### src/rtl/gss_pkg.sv
package gss_pkg;

  // ----------------------------------------------------------------
  // Register map
  // ----------------------------------------------------------------
  localparam logic [7:0] GSS_RESERVED_SLOT_A_OFS  = 8'h50;
  localparam logic [7:0] GSS_RESERVED_SLOT_B_OFS  = 8'h51;
  localparam logic [7:0] GSS_PIN1_SOURCE_SEL_OFS  = 8'h52;
  localparam logic [7:0] GSS_PIN0_SOURCE_SEL_OFS  = 8'h53;
  localparam logic [7:0] GSS_RESERVED_SLOT_C_OFS  = 8'h54;
  localparam logic [7:0] GSS_PIN2_SOURCE_SEL_OFS  = 8'h55;
  localparam logic [7:0] GSS_PIN_LEVEL_OFS        = 8'h56;

  localparam logic [7:0] GSS_REG_RESET            = 8'h00;
  localparam logic [7:0] GSS_RDATA_UNMAPPED       = 8'h00;

  // ----------------------------------------------------------------
  // Field positions
  // ----------------------------------------------------------------
  localparam int unsigned GSS_SRC_CODE_LSB        = 0;
  localparam int unsigned GSS_SRC_CODE_W          = 5;
  localparam int unsigned GSS_PIN0_LEVEL_BIT      = 3;

  // ----------------------------------------------------------------
  // Source codes for general pin zero
  // ----------------------------------------------------------------
  localparam logic [4:0] GSS_SRC_OFF              = 5'h00;
  localparam logic [4:0] GSS_SRC_REG_LEVEL        = 5'h02;
  localparam logic [4:0] GSS_SRC_AUTOMUTE_BOTH    = 5'h03;
  localparam logic [4:0] GSS_SRC_AUTOMUTE_L       = 5'h04;
  localparam logic [4:0] GSS_SRC_AUTOMUTE_R       = 5'h05;
  localparam logic [4:0] GSS_SRC_CLK_INVALID      = 5'h06;
  localparam logic [4:0] GSS_SRC_SERIAL_OUT       = 5'h07;
  localparam logic [4:0] GSS_SRC_ANA_MUTE_L_N     = 5'h08;
  localparam logic [4:0] GSS_SRC_ANA_MUTE_R_N     = 5'h09;
  localparam logic [4:0] GSS_SRC_PLL_LOCK         = 5'h0A;
  localparam logic [4:0] GSS_SRC_CP_CLK           = 5'h0B;
  localparam logic [4:0] GSS_SRC_UV_HIGH          = 5'h0E;
  localparam logic [4:0] GSS_SRC_UV_LOW           = 5'h0F;
  localparam logic [4:0] GSS_SRC_PLL_DIV4         = 5'h10;
  localparam logic [4:0] GSS_SRC_OSC_DIV4         = 5'h11;
  localparam logic [4:0] GSS_SRC_IMP_L            = 5'h12;
  localparam logic [4:0] GSS_SRC_IMP_R            = 5'h13;
  localparam logic [4:0] GSS_SRC_UV_PROTECTION_N  = 5'h14;
  localparam logic [4:0] GSS_SRC_OFFSET_CAL       = 5'h15;
  localparam logic [4:0] GSS_SRC_CLK_ERR          = 5'h16;
  localparam logic [4:0] GSS_SRC_CLK_CHG          = 5'h17;
  localparam logic [4:0] GSS_SRC_CLK_MISS         = 5'h18;
  localparam logic [4:0] GSS_SRC_CLK_HALT         = 5'h19;
  localparam logic [4:0] GSS_SRC_BOOT_DONE        = 5'h1A;
  localparam logic [4:0] GSS_SRC_CP_VALID_N       = 5'h1B;

  // ----------------------------------------------------------------
  // Timing
  // ----------------------------------------------------------------
  localparam int unsigned GSS_SYNC_STAGES         = 2;
  localparam logic [1:0]  GSS_DIV4_HALF_EDGES     = 2'h2;

  // ----------------------------------------------------------------
  // Carriers
  // ----------------------------------------------------------------
  typedef struct packed {
    logic       wr;
    logic       rd;
    logic [7:0] addr;
    logic [7:0] wdata;
  } gss_reg_req_t;

  typedef struct packed {
    logic automute_l;
    logic automute_r;
    logic ana_mute_l_n;
    logic ana_mute_r_n;
    logic pll_lock;
    logic cp_clk;
    logic uv_high;
    logic uv_low;
    logic imp_l;
    logic imp_r;
    logic undervoltage_protection_n;
    logic offset_cal;
    logic clk_err;
    logic clk_chg;
    logic clk_miss;
    logic clk_halt;
    logic boot_done;
    logic cp_valid_n;
    logic pll_clk;
    logic osc_clk;
  } gss_status_t;

  localparam int unsigned GSS_STATUS_W = $bits(gss_status_t);

endpackage

### src/rtl/gss_sync.sv
`timescale 1ns/1ns

module gss_sync #(
  parameter int unsigned W = 1
) (
  // Clock and reset
  input  wire logic         clk_i,
  input  wire logic         rst_n_i,
  // Asynchronous levels in, synchronised levels out
  input  wire logic [W-1:0] async_i,
  output logic      [W-1:0] sync_o
);

  logic [W-1:0] meta_q;

  // The first stage feeds the second stage only.
  always_ff @(posedge clk_i) begin
    if (!rst_n_i) begin
      meta_q <= '0;
      sync_o <= '0;
    end else begin
      meta_q <= async_i;
      sync_o <= meta_q;
    end
  end

endmodule // gss_sync

### src/rtl/gss_clkdiv.sv
`timescale 1ns/1ns

module gss_clkdiv
  import gss_pkg::*;
(
  // Clock and reset
  input  wire logic clk_i,
  input  wire logic rst_n_i,
  // Sampled source clock and divided level
  input  wire logic src_i,
  output logic      div_o
);

  logic       src_q;
  logic [1:0] edge_cnt_q;
  logic       rise;

  // The source is already synchronised, so it must run below half of clk_i.
  assign rise = src_i & ~src_q;

  always_ff @(posedge clk_i) begin
    if (!rst_n_i) begin
      src_q      <= 1'b0;
      edge_cnt_q <= 2'h0;
      div_o      <= 1'b0;
    end else begin
      src_q <= src_i;
      if (rise) begin
        if (edge_cnt_q == GSS_DIV4_HALF_EDGES - 2'h1) begin
          edge_cnt_q <= 2'h0;
          div_o      <= ~div_o;
        end else begin
          edge_cnt_q <= edge_cnt_q + 2'h1;
        end
      end
    end
  end

endmodule // gss_clkdiv

### src/rtl/gss_top.sv
`timescale 1ns/1ns

// What this block does
// Five-bit read/write selector in bits 4:0 picks the pin zero source.
// Software sets pin zero to output elsewhere before the source shows.
// Code 0110 drives clock invalid: error OR changing OR missing.
// Code 0111 routes the serial audio data output onto the pin.
// Codes 1000 and 1001 drive left and right analog mute, active low.
// Code 1010 drives the phase-locked loop lock indication.
// Code 1011 drives the charge pump clock.
// Codes 1110 and 1111 drive the 0.7 and 0.3 supply undervoltage flags.
// Codes 10010 and 10011 drive left and right impedance sense flags.
// Code 10100 drives internal undervoltage protection, low below about 2.7 V.
// Code 10101 drives the flag held during offset calibration.
// Code 10110 drives the clock error flag.
// Codes 10111 and 11000 drive clock changing and clock missing flags.
// Code 11001 drives the clock halt detection flag.
// Code 11010 drives the signal processor boot done flag.
// Code 11011 drives charge pump voltage valid, active low.
// Codes 10000 and 10001 drive loop clock and oscillator clock divided by four.
// Unassigned codes, reserved 1100 and 1101 included, drive constant zero.
// Reserved registers reset to zero, accept writes, affect nothing.
// Codes 0011, 0100, 0101 drive auto-mute both, left and right.
// Code 0010 drives the level bit 3 of the level register.
module gss_top (
  // Clock and reset
  input  wire logic                 clk_i,
  input  wire logic                 rst_n_i,
  // Register access
  input  wire gss_pkg::gss_reg_req_t reg_req_i,
  output logic [7:0]                reg_rdata_o,
  output logic                      reg_rvalid_o,
  // Internal status sources from other domains
  input  wire gss_pkg::gss_status_t status_i,
  // Serial audio data output, same clock domain
  input  wire logic                 serial_audio_out_i,
  // Pin zero level and the selector codes for pins zero, one and two
  output logic                      general_pin_zero_o,
  output logic [4:0]                pin0_source_code_o,
  output logic [4:0]                pin1_source_code_o,
  output logic [4:0]                pin2_source_code_o
);

  import gss_pkg::*;

  // ----------------------------------------------------------------
  // Register storage
  // ----------------------------------------------------------------
  logic [7:0] reserved_slot_a_q;
  logic [7:0] reserved_slot_b_q;
  logic [7:0] pin1_source_select_q;
  logic [7:0] pin0_source_select_q;
  logic [7:0] reserved_slot_c_q;
  logic [7:0] pin2_source_select_q;
  logic [7:0] pin_level_q;

  logic [7:0] rdata_d;
  logic       pin_d;
  logic       pin0_register_level;
  logic [4:0] pin0_source_code;

  // ----------------------------------------------------------------
  // Synchronised sources
  // ----------------------------------------------------------------
  gss_status_t status_s;
  logic        pll_div4;
  logic        osc_div4;
  logic        clk_invalid;
  logic        automute_both;

  // ----------------------------------------------------------------
  // Helper functions
  // ----------------------------------------------------------------
  function automatic logic is_addr(input logic [7:0] addr, input logic [7:0] ofs);
    is_addr = (addr == ofs);
  endfunction

  function automatic logic [4:0] code_of(input logic [7:0] sel);
    code_of = sel[GSS_SRC_CODE_LSB +: GSS_SRC_CODE_W];
  endfunction

  // ----------------------------------------------------------------
  // Crossing into the register clock
  // ----------------------------------------------------------------
  // Analog flags and foreign clocks are all asynchronous to clk_i, so the whole
  // bundle takes two flops. The pin therefore lags a flag by up to three cycles.
  gss_sync #(
    .W (GSS_STATUS_W)
  ) u_status_sync (
    .clk_i   (clk_i),
    .rst_n_i (rst_n_i),
    .async_i (status_i),
    .sync_o  (status_s)
  );

  // The divided clocks are only faithful while the source runs well below
  // half of clk_i; a faster source aliases, a trade accepted for one clock.
  gss_clkdiv u_pll_div (
    .clk_i   (clk_i),
    .rst_n_i (rst_n_i),
    .src_i   (status_s.pll_clk),
    .div_o   (pll_div4)
  );

  gss_clkdiv u_osc_div (
    .clk_i   (clk_i),
    .rst_n_i (rst_n_i),
    .src_i   (status_s.osc_clk),
    .div_o   (osc_div4)
  );

  // ----------------------------------------------------------------
  // Derived indications
  // ----------------------------------------------------------------
  assign clk_invalid   = status_s.clk_err | status_s.clk_chg | status_s.clk_miss;
  assign automute_both = status_s.automute_l & status_s.automute_r;

  // ----------------------------------------------------------------
  // Register writes
  // ----------------------------------------------------------------
  // Reserved slots hold what is written and feed nothing but read-back.
  always_ff @(posedge clk_i) begin
    if (!rst_n_i) begin
      reserved_slot_a_q <= GSS_REG_RESET;
      reserved_slot_b_q <= GSS_REG_RESET;
      reserved_slot_c_q <= GSS_REG_RESET;
    end else if (reg_req_i.wr) begin
      if (is_addr(reg_req_i.addr, GSS_RESERVED_SLOT_A_OFS)) begin
        reserved_slot_a_q <= reg_req_i.wdata;
      end
      if (is_addr(reg_req_i.addr, GSS_RESERVED_SLOT_B_OFS)) begin
        reserved_slot_b_q <= reg_req_i.wdata;
      end
      if (is_addr(reg_req_i.addr, GSS_RESERVED_SLOT_C_OFS)) begin
        reserved_slot_c_q <= reg_req_i.wdata;
      end
    end
  end

  // Whole bytes are stored, so the reserved upper bits read back as written.
  always_ff @(posedge clk_i) begin
    if (!rst_n_i) begin
      pin0_source_select_q <= GSS_REG_RESET;
      pin1_source_select_q <= GSS_REG_RESET;
      pin2_source_select_q <= GSS_REG_RESET;
    end else if (reg_req_i.wr) begin
      if (is_addr(reg_req_i.addr, GSS_PIN0_SOURCE_SEL_OFS)) begin
        pin0_source_select_q <= reg_req_i.wdata;
      end
      if (is_addr(reg_req_i.addr, GSS_PIN1_SOURCE_SEL_OFS)) begin
        pin1_source_select_q <= reg_req_i.wdata;
      end
      if (is_addr(reg_req_i.addr, GSS_PIN2_SOURCE_SEL_OFS)) begin
        pin2_source_select_q <= reg_req_i.wdata;
      end
    end
  end

  always_ff @(posedge clk_i) begin
    if (!rst_n_i) begin
      pin_level_q <= GSS_REG_RESET;
    end else if (reg_req_i.wr && is_addr(reg_req_i.addr, GSS_PIN_LEVEL_OFS)) begin
      pin_level_q <= reg_req_i.wdata;
    end
  end

  assign pin0_source_code    = code_of(pin0_source_select_q);
  assign pin0_register_level = pin_level_q[GSS_PIN0_LEVEL_BIT];

  // ----------------------------------------------------------------
  // Register reads
  // ----------------------------------------------------------------
  always_comb begin
    rdata_d = GSS_RDATA_UNMAPPED;
    case (reg_req_i.addr)
      GSS_RESERVED_SLOT_A_OFS: rdata_d = reserved_slot_a_q;
      GSS_RESERVED_SLOT_B_OFS: rdata_d = reserved_slot_b_q;
      GSS_PIN1_SOURCE_SEL_OFS: rdata_d = pin1_source_select_q;
      GSS_PIN0_SOURCE_SEL_OFS: rdata_d = pin0_source_select_q;
      GSS_RESERVED_SLOT_C_OFS: rdata_d = reserved_slot_c_q;
      GSS_PIN2_SOURCE_SEL_OFS: rdata_d = pin2_source_select_q;
      GSS_PIN_LEVEL_OFS:       rdata_d = pin_level_q;
      default:                 rdata_d = GSS_RDATA_UNMAPPED;
    endcase
  end

  // A read returns the value held before any write in the same cycle.
  always_ff @(posedge clk_i) begin
    if (!rst_n_i) begin
      reg_rdata_o  <= GSS_RDATA_UNMAPPED;
      reg_rvalid_o <= 1'b0;
    end else begin
      reg_rvalid_o <= reg_req_i.rd;
      if (reg_req_i.rd) begin
        reg_rdata_o <= rdata_d;
      end
    end
  end

  // ----------------------------------------------------------------
  // Source selection
  // ----------------------------------------------------------------
  always_comb begin
    pin_d = 1'b0;
    case (pin0_source_code)
      GSS_SRC_REG_LEVEL:     pin_d = pin0_register_level;
      GSS_SRC_AUTOMUTE_BOTH: pin_d = automute_both;
      GSS_SRC_AUTOMUTE_L:    pin_d = status_s.automute_l;
      GSS_SRC_AUTOMUTE_R:    pin_d = status_s.automute_r;
      GSS_SRC_CLK_INVALID:   pin_d = clk_invalid;
      GSS_SRC_SERIAL_OUT:    pin_d = serial_audio_out_i;
      GSS_SRC_ANA_MUTE_L_N:  pin_d = status_s.ana_mute_l_n;
      GSS_SRC_ANA_MUTE_R_N:  pin_d = status_s.ana_mute_r_n;
      GSS_SRC_PLL_LOCK:      pin_d = status_s.pll_lock;
      GSS_SRC_CP_CLK:        pin_d = status_s.cp_clk;
      GSS_SRC_UV_HIGH:       pin_d = status_s.uv_high;
      GSS_SRC_UV_LOW:        pin_d = status_s.uv_low;
      GSS_SRC_PLL_DIV4:      pin_d = pll_div4;
      GSS_SRC_OSC_DIV4:      pin_d = osc_div4;
      GSS_SRC_IMP_L:         pin_d = status_s.imp_l;
      GSS_SRC_IMP_R:         pin_d = status_s.imp_r;
      GSS_SRC_UV_PROTECTION_N: pin_d = status_s.undervoltage_protection_n;
      GSS_SRC_OFFSET_CAL:    pin_d = status_s.offset_cal;
      GSS_SRC_CLK_ERR:       pin_d = status_s.clk_err;
      GSS_SRC_CLK_CHG:       pin_d = status_s.clk_chg;
      GSS_SRC_CLK_MISS:      pin_d = status_s.clk_miss;
      GSS_SRC_CLK_HALT:      pin_d = status_s.clk_halt;
      GSS_SRC_BOOT_DONE:     pin_d = status_s.boot_done;
      GSS_SRC_CP_VALID_N:    pin_d = status_s.cp_valid_n;
      default:               pin_d = 1'b0;
    endcase
  end

  // ----------------------------------------------------------------
  // Pin drive
  // ----------------------------------------------------------------
  // The pin level is registered so that a selector change never glitches it.
  // Direction lives in another block; software must enable the pin there.
  always_ff @(posedge clk_i) begin
    if (!rst_n_i) begin
      general_pin_zero_o <= 1'b0;
    end else begin
      general_pin_zero_o <= pin_d;
    end
  end

  assign pin0_source_code_o = pin0_source_code;
  assign pin1_source_code_o = code_of(pin1_source_select_q);
  assign pin2_source_code_o = code_of(pin2_source_select_q);

endmodule // gss_top

### config.mk
export PLATFORM = sky130hd
export DESIGN_NAME = gss_top
export DESIGN_NICKNAME = d
export VERILOG_FILES = /design/src/rtl/gss_pkg.sv /design/src/rtl/gss_sync.sv /design/src/rtl/gss_clkdiv.sv /design/src/rtl/gss_top.sv
export SDC_FILE = /design/constraint.sdc
export NUM_CORES = 1
export LEC_CHECK = 0
export ABC_AREA = 1
export ABC_CLOCK_PERIOD_IN_PS = 1640
export BUFFER_PORTS_ARGS = -buffer_cell sky130_fd_sc_hd__buf_2
export CAP_MARGIN = 10
export CORE_MARGIN = 4
export CORE_UTILIZATION = 53
export DETAILED_ROUTE_END_ITERATION = 10
export PLACE_DENSITY_LB_ADDON = 0.08
export REMOVE_ABC_BUFFERS = 1
export SKIP_CTS_REPAIR_TIMING = 1
export SKIP_LAST_GASP = 1
export SLEW_MARGIN = 20
export SYNTH_ARGS = -nofsm -noshare
export SYNTH_HDL_FRONTEND = slang
export SYNTH_SLANG_ARGS = --single-unit
### constraint.sdc
create_clock -name clk_i -period 1.64 [get_ports clk_i]
set_input_delay 0.164 -clock clk_i [delete_from_list [all_inputs] [get_ports clk_i]]
set_output_delay 0.164 -clock clk_i [all_outputs]
set_load 0.01 [all_outputs]
Yosys cells after proc, flatten, opt, wreduce, memory -nomap -nowiden
Index checks and enable logic that the tools add are counted.
- add/subtract/negate cells: 2
- equality and inequality tests: 33
- muxes and demuxes: 4
- bitwise logic cells: 9
- reduce and logical (&&, ||, !) cells: 9
- operator list (cell ; number):
    $eq 5x5->1 const B ; 12
    $eq 8x7->1 const B ; 7
    $pmux 8 s7 ; 1
    $eq 5x4->1 const B ; 6
    $pmux 1 s24 ; 1
    $eq 5x3->1 const B ; 4
    $reduce_and 2->1 ; 8
    $eq 5x2->1 const B ; 2
    $add 2x1->2 const B ; 2
    $eq 2x1->1 const B ; 2
    $mux 2 ; 2
    $not 1->1 ; 4
    $and 1x1->1 ; 3
    $or 1x1->1 ; 2
    $logic_and 1x1->1 ; 1
- flip-flop bits (word level): 114
- input port bits: 41
- output and inout port bits: 25
- word-level logic and storage cells: 75

Logic depth before layout (Yosys ltp)
Gate-level depths: netlist of the first run.
- depth in word-level cells: 3
- mapped depth: 12
- mapped depth without buffers: 11

Cells and area by module
Synthesis of the first run repeated with hierarchy kept, for this count alone.
- cell total of the unflattened synthesis: 636
- area total of the unflattened synthesis: 4828.4 um^2
- modules (own cells, without submodules) (module ; instances ; cells an instance ; area an instance (um^2) ; sequential area each (um^2)):
    gss_top ; 1 ; 472 ; 3382.0 ; 1321.3
    gss_sync ; 1 ; 124 ; 1146.1 ; 800.8
    gss_clkdiv ; 2 ; 20 ; 150.1 ; 80.1

Worst setup path after synthesis of the first run
No wires, ideal clock.
- path type: flip-flop to flip-flop
- start: reg pin0_source_select_q[0]
- end: reg general_pin_zero_o
- library setup time: 0.066 ns
- arrival: 1.156 ns
- required time: 1.574 ns
- slack: 0.417 ns
- stages on the path, launching flop included: 11
- path buffers: 1
- clock period less this slack: 1.223 ns
- cells stage by stage: dfxtp_1 > buf_2 > inv_1 > nand2_1 > nor2_1 > nand2_1 > o21ai_0 > nor2_1 > nand2_1 > nor2_1 > nor2_1
- word-level cells in the longest chain between the ends: 2
- elaborated cells on any way between the ends: 25
- classes of those cells: 24 x eq/ne; 1 x mux
- ends and longest elaborated chain (what ; line ; source):
    start: declaration ; gss_top.sv:52 ; logic [7:0] pin0_source_select_q;
    start signal: assignment ; gss_top.sv:148 ; pin0_source_select_q <= reg_req_i.wdata;
    $eq 5x5->1, or another cell as far along ; gss_top.sv:205 ; case (pin0_source_code)
    $pmux 1 s24 * ; gss_top.sv:205 ;
    end signal: assignment ; gss_top.sv:243 ; general_pin_zero_o <= pin_d;
    end: declaration ; gss_top.sv:38 ; output logic general_pin_zero_o,
Every way passes the cells marked *; elsewhere a longest branch is shown, timed or not.
A chain may end at the register's enable or synchronous reset.

Worst setup path after layout of the first run
Ends and elaborated chain as after synthesis.

==> impl_results.md, run 1 <==
* Slowest stage delay, CP at 370 ps
* Final HPWL from detailed placement at 7210 um
* Share of async-settable or async-resettable flops after synthesis at 0
* Initial DRT Pass Iterations at 5
* Power spent charging and discharging nets at 1.50 mW
* Final weighted congestion in routability-driven placement at 0.854
* Commonest cells in the synthesized netlist: sky130_fd_sc_hd__nand2_1, sky130_fd_sc_hd__dfxtp_1, sky130_fd_sc_hd__inv_1, sky130_fd_sc_hd__a21oi_1, sky130_fd_sc_hd__nand3_1
* Violated checks: hold timing
* Unique cell type count in the Yosys netlist at 28
* Shortest clock period the worst path allows after layout at 1480 ps
* Setup repair after global routing missed its margin: false
* Pleak at 2.91 nW
* Via count at 4,221
* Share of power burned in registers at 0.422
* Mean number of vias per cell at 5.12
* Number of synthesized register bits at 114
* CTS tree: done
* Maximum number of pins on one net before global-route repair at 70
* Area share of and/or/nand/nor cells after synthesis at 0.252
* End of the worst register-to-register path: general_pin_zero_o$_SDFF_PN0_
* Buf/Inv on CP at 1
* Largest family of logic cells by synthesized area: simple AND/OR/NAND/NOR gates
* Final setup fails at 0
* Die H at 103 um
* Share of the synthesized area in compound gates (AO/OA/AOI/OAI) at 0.140
* Overall routing resource usage at 0.215
* Tot Pwr at 6.74 mW
* Total die area at 10,600 sq um
* Die Wd at 103 um
* Maximum clock skew at final layout at 7.42 ps
* Hold Violations, Final at 5
* Part of the Yosys area used for sequential elements at 0.480
* Synth Instances at 629
* Clock power share at 0.533
* Power share of the combinational group at 0.045
* Fill cell instance count of the final layout at 747
* Top cell type by total area after synthesis: sky130_fd_sc_hd__dfxtp_1
* Iteration-0 DRC count of the detailed router at 228
* Portion of the clock cycle consumed by the worst path in the final layout at 0.901
* Ratio of cells with drive above 1 in the final layout at 0.196
* Max-capacitance violation count at 0
* Most used flip-flop cell after synthesis: sky130_fd_sc_hd__dfxtp_1
* Max stage delay cell, worst path: sky130_fd_sc_hd__dfxtp_1
* Worst flop-to-flop path startpoint: pin0_source_select_q[0]$_SDFFE_PN0P_
* Crit path DAT at 1910 ps
* Residual antenna-violating net count after detailed routing at 0
* Net switching share of the total power at 0.222
* Worst hold path cell count at 3
* Via count of the first global-routing pass at 3,790
* Worst hold-check slack at -27.6 ps
* Worst hold path type: in -> reg
* Count of inserted antenna diode cells at 0
* Area of the mapped netlist at 4760 sq um
* Number of warnings printed during yosys synthesis at 0
* Insertion delay to the later sink of the worst-skew pair at 500 ps
* Adder and majority cell fraction of the synthesized area at 0
* Most area-consuming cells after synthesis: sky130_fd_sc_hd__dfxtp_1, sky130_fd_sc_hd__nand2_1, sky130_fd_sc_hd__a21oi_1
* Reg2reg setup slack at 160 ps
* CP Max Fanout at 7
* Final routed wirelength across all metal layers at 11,000 um
* Number of clock sinks seen by CTS at 114
* Num CTS Buffers at 17
* Total negative setup slack at 0 ps
* Worst relative slew slack at 0.716
* Worst path cell trace: inv_1 -> nand2_1 -> nor2_1 -> nand2_1 -> o21ai_0 -> nor2_1 -> nand2_1 -> nor2_1 -> nor2_1
* Global-route wire length before repair at 17,700 um
* Outcome: finished, violations left
* Dominant cell type by count on the critical path: sky130_fd_sc_hd__nor2_1
* Final-report max-slew violation count at 0
* Peak ir drop on the vdd network at 0.666 mV
* Crit Path Class: reg -> reg
* Placement Rows at 34
* Master cell of the clock root buffer: sky130_fd_sc_hd__clkbuf_8
* CP required at 2070 ps
* Antenna violations before repair at 0
* Per-instance average area after synthesis at 7.56 sq um
* Number of buffers inserted by port buffering at 65
* Capturing element type of the critical path: register
* Slew at the pin closest to its max-slew limit at 426 ps
* P per Cell Area at 1160 nW/um^2
* Path depth of the worst reg2reg path at 9
* # IOs at 66
* Critical path's top delay family: simple AND/OR/NAND/NOR gates
* Post-synth EDFFs at 0
* Final nets at 745
* Dominant cell by count in the synthesized netlist: sky130_fd_sc_hd__nand2_1
* Synthesized-area fraction occupied by xor and xnor cells at 0
* Initial standard-cell utilization of the core at 0.545
* CTS HTree Levels at 4
* Buffer depth of the longest clock path at 2
* CTS clk-pin slew, worst paths at 60 ps
* Min-Delay Endpoint: pin0_source_select_q[4]$_SDFFE_PN0P_
* Post-synthesis mux area share at 0
* Highest achievable clock rate at 677 MHz
* Internal power component at 5.24 mW
* Area share of the largest cell type after synthesis at 0.480
* Remaining Overflow, GRT at 0
* Critical Path Start Type: register
* Finished Core Util at 0.668
* Relative area change from synthesis to final layout at 22.4%
* Std-Cell Core Area at 8720 sq um
* Detailed-route DRC error count at 0
* Hold path start: reg_req_i[4]
* Wire length per cell at 13.4 um
worst max-delay path by stage:
stage / from / end / cells after the start
after global routing: pin0_source_select_q[0]$_SDFFE_PN0P_ / general_pin_zero_o$_SDFF_PN0_ / 11
after floorplan: reg_req_i[13] / reserved_slot_b_q[0]$_SDFFE_PN0P_ / 7
after detailed placement: reg_req_i[13] / reserved_slot_c_q[4]$_SDFFE_PN0P_ / 9
final: pin0_source_select_q[0]$_SDFFE_PN0P_ / general_pin_zero_o$_SDFF_PN0_ / 9
after global placement: reg_req_i[13] / reserved_slot_c_q[6]$_SDFFE_PN0P_ / 9
after CTS: pin0_source_select_q[0]$_SDFFE_PN0P_ / general_pin_zero_o$_SDFF_PN0_ / 11
routing by layer:
metal  wire length, um  up-vias  track usage
li1                  -     2144            -
met1              4930     1919        0.283
met2              5250      144        0.355
met3               731       14       0.0433
met4               124        0       0.0697
met5                 0        -            0
registers in the layout (all words and copies together), names as in the netlist:
register,cells
u_status_sync.meta_q,20
u_status_sync.sync_o,20
pin0_source_select_q,8
pin1_source_select_q,8
pin2_source_select_q,8
pin_level_q,8
reg_rdata_o,8
reserved_slot_a_q,8
reserved_slot_b_q,8
reserved_slot_c_q,8
u_osc_div.edge_cnt_q,2
u_pll_div.edge_cnt_q,2
general_pin_zero_o,1
reg_rvalid_o,1
u_osc_div.div_o,1
u_osc_div.src_q,1
u_pll_div.div_o,1
u_pll_div.src_q,1
power groups by stage:
stage          logic (mW)  registers (mW)  clock network (mW)
2_1_floorplan       0.124            2.90                   0
3_3_place_gp        0.254            2.90                   0
3_5_place_dp        0.260            2.90                   0
4_1_cts             0.261            2.84                3.63
5_1_grt             0.337            2.85                3.77
6_report            0.301            2.84                3.59
layout by cell type, fill, tap and decap left out, drive strengths merged, types with 3 or more instances in the layout:
cell / count
nand4: 4
clkinvlp: 5
nor3: 3
buf: 74
nor2: 52
clkbuf: 17
o21ai: 62
nand3: 66
dlygate4sd3: 22
bufinv: 3
a21oi: 67
clkinv: 7
nand2: 130
dfxtp: 114
inv: 88
metrics by stage:
step           setup slack, ps  cells  hold slack (ps)  instance area (sq um)
3_3_place_gp               195    771              342                   5020
5_1_grt                   4.06    824             6.71                   5820
3_5_place_dp               160    771              347                   5020
4_1_cts                    214    802             -182                   5600
6_report                   163    824            -27.6                   5820
2_1_floorplan              179    589              257                   4480
cell type report:
type	instances	area, sq um	area share
clock inverter	14	165	0.0284
clock buffer	17	414	0.0711
tap	108	135	0.0232
sequential	114	2280	0.392
inverter	89	335	0.0576
timing repair buffer	96	626	0.107
multi-input combinational	386	1870	0.320
logic make-up (layout without fill, tap and decap cells):
group | count (synthesis) | count (layout)
simple gates | 256 | 256
compound gates | 130 | 130
buf+inv | 129 | 216
flops | 114 | 114
worst reg2reg max path, delay by kind of cell, from the launching register on:
kind / cells / cell delay [ps]
flops: 1 / 370
buf+inv: 1 / 180
compound gates: 1 / 190
simple gates: 7 / 670
(Power assumes the default switching activity.)
==> run 2, diff against run 1 <==
--- a/config.mk
+++ b/config.mk
@@ -12,7 +12,7 @@
 export CORE_MARGIN = 4
 export CORE_UTILIZATION = 53
 export DETAILED_ROUTE_END_ITERATION = 10
-export PLACE_DENSITY_LB_ADDON = 0.08
+export PLACE_DENSITY_LB_ADDON = 0.05
 export REMOVE_ABC_BUFFERS = 1
 export SKIP_CTS_REPAIR_TIMING = 1
 export SKIP_LAST_GASP = 1
==> run 2 against run 1 <==
  * Power rose by 0.97%
  * Critical path depth fell by 7
  * Routed wire length rose by 1.6%
  * The flow still finishes with violations (hold timing)
  * Worst setup slack improved by 72 ps
  * Register-to-register slack improved by 97 ps
  * Maximum frequency rose by 5.1%
  * Die area did not move
  * Design area rose by 0.62%
==> impl_results.md, run 2 (synthesis gave the netlist of run 1 again) <==
* Outcome: finished, violations left
* Violated checks: hold timing
* Via count at 4,186
* Maximum number of pins on one net before global-route repair at 75
* Iteration-0 DRC count of the detailed router at 201
* CTS HTree Levels at 4
* Final weighted congestion in routability-driven placement at 0.846
* Power spent charging and discharging nets at 1.46 mW
* Worst hold path cell count at 3
* Power share of the combinational group at 0.045
* Number of clock sinks seen by CTS at 114
* CP required at 1480 ps
* Crit path DAT at 1240 ps
* Detailed-route DRC error count at 0
* # IOs at 66
* Buffer depth of the longest clock path at 2
* Pleak at 2.93 nW
* Worst hold path type: in -> reg
* Length of routed met2 wiring at 5280 um
* Final routed wirelength across all metal layers at 11,200 um
* Mean number of vias per cell at 5.07
* Min-Delay Endpoint: pin0_source_select_q[4]$_SDFFE_PN0P_
* Final setup fails at 0
* DR top layer: met4
* End of the worst register-to-register path: general_pin_zero_o$_SDFF_PN0_
* Die H at 103 um
* Internal power component at 5.35 mW
* Setup repair after global routing missed its margin: false
* Antenna violations before repair at 0
* Slew at the pin closest to its max-slew limit at 472 ps
* Overall routing resource usage at 0.219
* Wire length per cell at 13.6 um
* Shortest clock period the worst path allows after layout at 1410 ps
* Worst hold-check slack at -24.0 ps
* P per Cell Area at 1160 nW/um^2
* Critical Path Start Type: register
* Ratio of cells with drive above 1 in the final layout at 0.194
* CP Max Fanout at 7
* Peak ir drop on the vdd network at 0.628 mV
* Net switching share of the total power at 0.214
* Path depth of the worst reg2reg path at 11
* Initial DRT Pass Iterations at 5
* Count of inserted antenna diode cells at 0
* Die Wd at 103 um
* Highest achievable clock rate at 712 MHz
* Number of buffers inserted by port buffering at 65
* Num CTS Buffers at 17
* CTS tree: done
* CTS clk-pin slew, worst paths at 60 ps
* Max-capacitance violation count at 0
* Fill cell instance count of the final layout at 772
* Relative area change from synthesis to final layout at 23.2%
* Met3 wire length at 568 um
* Std-Cell Core Area at 8720 sq um
* Number of cells in the finished layout apart from fillers at 825
* Worst relative slew slack at 0.685
* Commonest cells after routing, fill and taps aside: sky130_fd_sc_hd__nand2_1, sky130_fd_sc_hd__dfxtp_1, sky130_fd_sc_hd__inv_1
* Reg2reg setup slack at 260 ps
* Clock power share at 0.537
* Initial standard-cell utilization of the core at 0.545
* Post-Route M1 WL at 5320 um
* Placement Rows at 34
* Biggest registers after layout: u_status_sync.meta_q (20), u_status_sync.sync_o (20)
* Final-report max-slew violation count at 0
* Capturing element type of the critical path: primary output
* Global-route wire length before repair at 18,000 um
* Worst flop-to-flop path startpoint: pin0_source_select_q[0]$_SDFFE_PN0P_
* Final nets at 745
* Total die area at 10,600 sq um
* Total placed cells including tap cells at 770
* Maximum clock skew at final layout at 9.51 ps
* Remaining Overflow, GRT at 0
* Insertion delay to the later sink of the worst-skew pair at 510 ps
* Crit Path Class: reg -> out
* Share of power burned in registers at 0.418
* Most frequent standard cell in the layout excluding fill and tap cells: sky130_fd_sc_hd__nand2_1
* Final HPWL from detailed placement at 7570 um
* Portion of the clock cycle consumed by the worst path in the final layout at 0.857
* Total negative setup slack at 0 ps
* Via count of the first global-routing pass at 3,752
* Master cell of the clock root buffer: sky130_fd_sc_hd__clkbuf_8
* Residual antenna-violating net count after detailed routing at 0
* Hold path start: reg_req_i[4]
* Hold Violations, Final at 3
run 2: cell types whose count changed in the layout (fill, tap and decap cells not counted), sizes merged:
cell / before / now
clkbuf: 17 / 20
inv: 88 / 89
clkinvlp: 5 / 2
dlygate4sd3: 22 / 23
buf: 74 / 73
run 2: layout make-up:
| type | count | area [sq um] | area share |
|---|---|---|---|
| Sequential cell | 114 | 2280 | 0.389 |
| Multi-Input combinational cell | 386 | 1870 | 0.318 |
| Timing Repair Buffer | 96 | 641 | 0.109 |
| Clock buffer | 20 | 445 | 0.0760 |
| Inverter | 89 | 335 | 0.0572 |
| Clock inverter | 12 | 155 | 0.0265 |
| Tap cell | 108 | 135 | 0.0231 |
run 2: power by group through the flow:
stage | registers [mW] | logic (mW) | clock network [mW]
finish | 2.84 | 0.309 | 3.65
detailed placement | 2.90 | 0.264 | 0
floorplan | 2.90 | 0.124 | 0
global placement | 2.90 | 0.258 | 0
global route | 2.85 | 0.343 | 3.86
CTS | 2.84 | 0.265 | 3.69
run 2: layer usage:
| metal | vias to the layer above | track usage |
|---|---|---|
| met2 | 111 | 0.340 |
| met5 | - | 0 |
| li1 | 2145 | - |
| met3 | 6 | 0.0575 |
| met1 | 1924 | 0.301 |
| met4 | 0 | 0.0717 |
run 2: worst max-delay path, stage by stage, from the launching register on:
cell and delay, ps:
sky130_fd_sc_hd__dfxtp_1 420, sky130_fd_sc_hd__buf_4 180, sky130_fd_sc_hd__buf_2 130
run 2: how the worst max path moves through the flow:
stage	slack, ps	end	depth (start not counted)	from
after floorplan	180	reserved_slot_b_q[0]$_SDFFE_PN0P_	7	reg_req_i[13]
after detailed placement	170	pin1_source_select_q[4]$_SDFFE_PN0P_	8	reg_req_i[8]
final	230	pin0_source_code_o[1]	2	pin0_source_select_q[1]$_SDFFE_PN0P_
after CTS	230	pin0_source_code_o[1]	2	pin0_source_select_q[1]$_SDFFE_PN0P_
after global placement	210	reserved_slot_b_q[4]$_SDFFE_PN0P_	8	reg_req_i[9]
after global routing	30	general_pin_zero_o$_SDFF_PN0_	11	pin0_source_select_q[0]$_SDFFE_PN0P_
run 2: through the flow:
| stage | power, mW | instance area, sq um | util | setup slack (ps) |
|---|---|---|---|---|
| after floorplan | 3.02 | 4480 | - | 179 |
| after global placement | 3.16 | 5030 | 0.577 | 214 |
| after detailed placement | 3.17 | 5030 | 0.577 | 165 |
| after CTS | 6.80 | 5630 | 0.645 | 230 |
| after global routing | 7.05 | 5860 | 0.672 | 34.9 |
| final | 6.80 | 5860 | 0.672 | 235 |
==> run 3, diff against run 2 <==
--- a/config.mk
+++ b/config.mk
@@ -10,7 +10,7 @@
 export BUFFER_PORTS_ARGS = -buffer_cell sky130_fd_sc_hd__buf_2
 export CAP_MARGIN = 10
 export CORE_MARGIN = 4
-export CORE_UTILIZATION = 53
+export CORE_UTILIZATION = 25
 export DETAILED_ROUTE_END_ITERATION = 10
 export PLACE_DENSITY_LB_ADDON = 0.05
 export REMOVE_ABC_BUFFERS = 1
==> run 3 against run 2 <==
  * The run now ends clean
  * Worst setup slack worse by 14 ps
  * First-iteration DRC count is 15% lower
  * Via count is 3.3% lower
  * Design area is 3.7% higher
  * Flip-flop and latch count stayed put
  * Critical path depth is 8 higher
  * Power is 7.5% higher
  * Register-to-register slack worse by 40 ps
  * Sequential power hardly changed
  * Combinational power is 3% higher
  * Global-route usage is 9.5 points lower
  * Largest power group unchanged
==> impl_results.md, run 3 (synthesis gave the netlist of run 1 again) <==
* Critical Path Start Type: register
* CTS clk-pin slew, worst paths at 50 ps
* Total die area at 21,300 sq um
* Via count of the first global-routing pass at 3,794
* Slowest stage delay, CP at 450 ps
* Final setup fails at 0
* Number of buffers inserted by port buffering at 65
* Remaining Overflow, GRT at 0
* CP required at 1980 ps
* Buffer depth of the longest clock path at 2
* Worst relative slew slack at 0.727
* Iteration-0 DRC count of the detailed router at 170
* Shortest clock period the worst path allows after layout at 1420 ps
* Portion of the clock cycle consumed by the worst path in the final layout at 0.865
* Final setup margin at 221 ps
* Max-capacitance violation count at 0
* Insertion delay to the later sink of the worst-skew pair at 410 ps
* P per Cell Area at 1200 nW/um^2
* Most frequent standard cell in the layout excluding fill and tap cells: sky130_fd_sc_hd__nand2_1
* Placement Rows at 50
* Commonest cells after routing, fill and taps aside: sky130_fd_sc_hd__nand2_1, sky130_fd_sc_hd__dfxtp_1, sky130_fd_sc_hd__inv_1
* Placement-stage worst setup slack at 59.0 ps
* End of the worst register-to-register path: general_pin_zero_o$_SDFF_PN0_
* Antenna violations before repair at 0
* Final weighted congestion in routability-driven placement at 0.781
* Pleak at 2.96 nW
* CTS HTree Levels at 4
* Std-Cell Core Area at 18,700 sq um
* Via count at 4,047
* Final-report max-slew violation count at 0
* Crit path DAT at 1760 ps
* Reg2reg setup slack at 220 ps
* Worst hold path type: in -> reg
* Outcome: finished, final reports clean
* CTS tree: done
* Relative area change from synthesis to final layout at 27.7%
* CP Max Fanout at 6
* Mean number of vias per cell at 4.27
* Wire length per cell at 13.7 um
* # IOs at 66
* Initial standard-cell utilization of the core at 0.254
* Capturing element type of the critical path: register
* Dominant cell type by count on the critical path: sky130_fd_sc_hd__nand2_1
* Biggest registers after layout: u_status_sync.meta_q (20), u_status_sync.sync_o (20)
* Crit Path Class: reg -> reg
* Worst path cell trace: inv_1 -> nor2_2 -> nand3_1 -> nand2_1 -> inv_1 -> nand3_1 -> nand2_1 -> nand2_1 -> nor2_1 -> nor2_1
* Path depth of the worst reg2reg path at 10
* Count of inserted antenna diode cells at 0
* Initial DRT Pass Iterations at 4
* Number of clock sinks seen by CTS at 114
* Total negative setup slack at 0 ps
* Master cell of the clock root buffer: sky130_fd_sc_hd__clkbuf_16
* Peak ir drop on the vdd network at 0.692 mV
* Critical path's top delay family: simple AND/OR/NAND/NOR gates
* Num CTS Buffers at 17
* Highest achievable clock rate at 705 MHz
* Maximum number of pins on one net before global-route repair at 56
* Maximum clock skew at final layout at 10.9 ps
* Residual antenna-violating net count after detailed routing at 0
* Max stage delay cell, worst path: sky130_fd_sc_hd__dfxtp_1
* Tot Pwr at 7.32 mW
* Detailed-route DRC error count at 0
* Global-route wire length before repair at 20,500 um
* Worst hold path cell count at 3
* Setup repair after global routing missed its margin: false
* Hold path start: reg_req_i[4]
* Die Wd at 146 um
* Final nets at 743
* Ratio of cells with drive above 1 in the final layout at 0.197
* Overall routing resource usage at 0.124
* Buf/Inv on CP at 2
* Slew at the pin closest to its max-slew limit at 409 ps
* Die H at 146 um
* Final HPWL from detailed placement at 9210 um
* Final routed wirelength across all metal layers at 13,000 um
* Worst flop-to-flop path startpoint: pin0_source_select_q[2]$_SDFFE_PN0P_
* Hold Violations, Final at 0
* Min-Delay Endpoint: pin0_source_select_q[4]$_SDFFE_PN0P_
[run 3: how the worst max path moves through the flow]
stage,startpoint,to,slack (ps),cells after the start
after floorplan,reg_req_i[13],reserved_slot_b_q[0]$_SDFFE_PN0P_,180,7
after global placement,pin0_source_select_q[2]$_SDFFE_PN0P_,general_pin_zero_o$_SDFF_PN0_,50,10
after detailed placement,reg_req_i[13],reserved_slot_c_q[2]$_SDFFE_PN0P_,60,9
after CTS,pin0_source_select_q[2]$_SDFFE_PN0P_,general_pin_zero_o$_SDFF_PN0_,90,10
after global routing,pin0_source_select_q[2]$_SDFFE_PN0P_,general_pin_zero_o$_SDFF_PN0_,30,10
final,pin0_source_select_q[2]$_SDFFE_PN0P_,general_pin_zero_o$_SDFF_PN0_,220,10
[run 3: worst reg2reg max path: stages, from the launching register on]
cell and delay (ps):
sky130_fd_sc_hd__dfxtp_1 450, sky130_fd_sc_hd__inv_1 130, sky130_fd_sc_hd__nor2_2 240, sky130_fd_sc_hd__nand3_1 100, sky130_fd_sc_hd__nand2_1 80, sky130_fd_sc_hd__inv_1 50, sky130_fd_sc_hd__nand3_1 60, sky130_fd_sc_hd__nand2_1 50
sky130_fd_sc_hd__nand2_1 70, sky130_fd_sc_hd__nor2_1 50, sky130_fd_sc_hd__nor2_1 80
[run 3: final cells by class]
cell class | count | area (sq um)
Sequential cell | 114 | 2280
Inverter | 89 | 335
Clock buffer | 20 | 457
Clock inverter | 11 | 208
Fill cell | 1992 | 12600
Tap cell | 234 | 293
Timing Repair Buffer | 94 | 631
Multi-Input combinational cell | 386 | 1870
[run 3: routing by layer]
| metal | vias to the layer above | global-route usage | share of wire |
|---|---|---|---|
| li1 | 2150 | - | - |
| met1 | 1814 | 0.152 | 0.46 |
| met2 | 67 | 0.208 | 0.49 |
| met3 | 16 | 0.0371 | 0.042 |
| met4 | 0 | 0.0442 | 0.014 |
| met5 | - | 0 | 0 |
[run 3: where the power goes]
| part | switching (mW) | total, mW | internal [mW] |
|---|---|---|---|
| Clock | 1.25 | 4.16 | 2.91 |
| Combinational | 0.194 | 0.317 | 0.124 |
| Sequential | 0.0166 | 2.84 | 2.83 |
[run 3: through the flow]
stage          hold slack [ps]  cell area, sq um  cells   util
2_1_floorplan              257              4480    589      -
3_3_place_gp               341              5210    897  0.278
3_5_place_dp               344              5210    897  0.278
4_1_cts                  -94.1              5870    928  0.314
5_1_grt                   77.5              6070    948  0.325
6_report                  69.0              6070    948  0.325
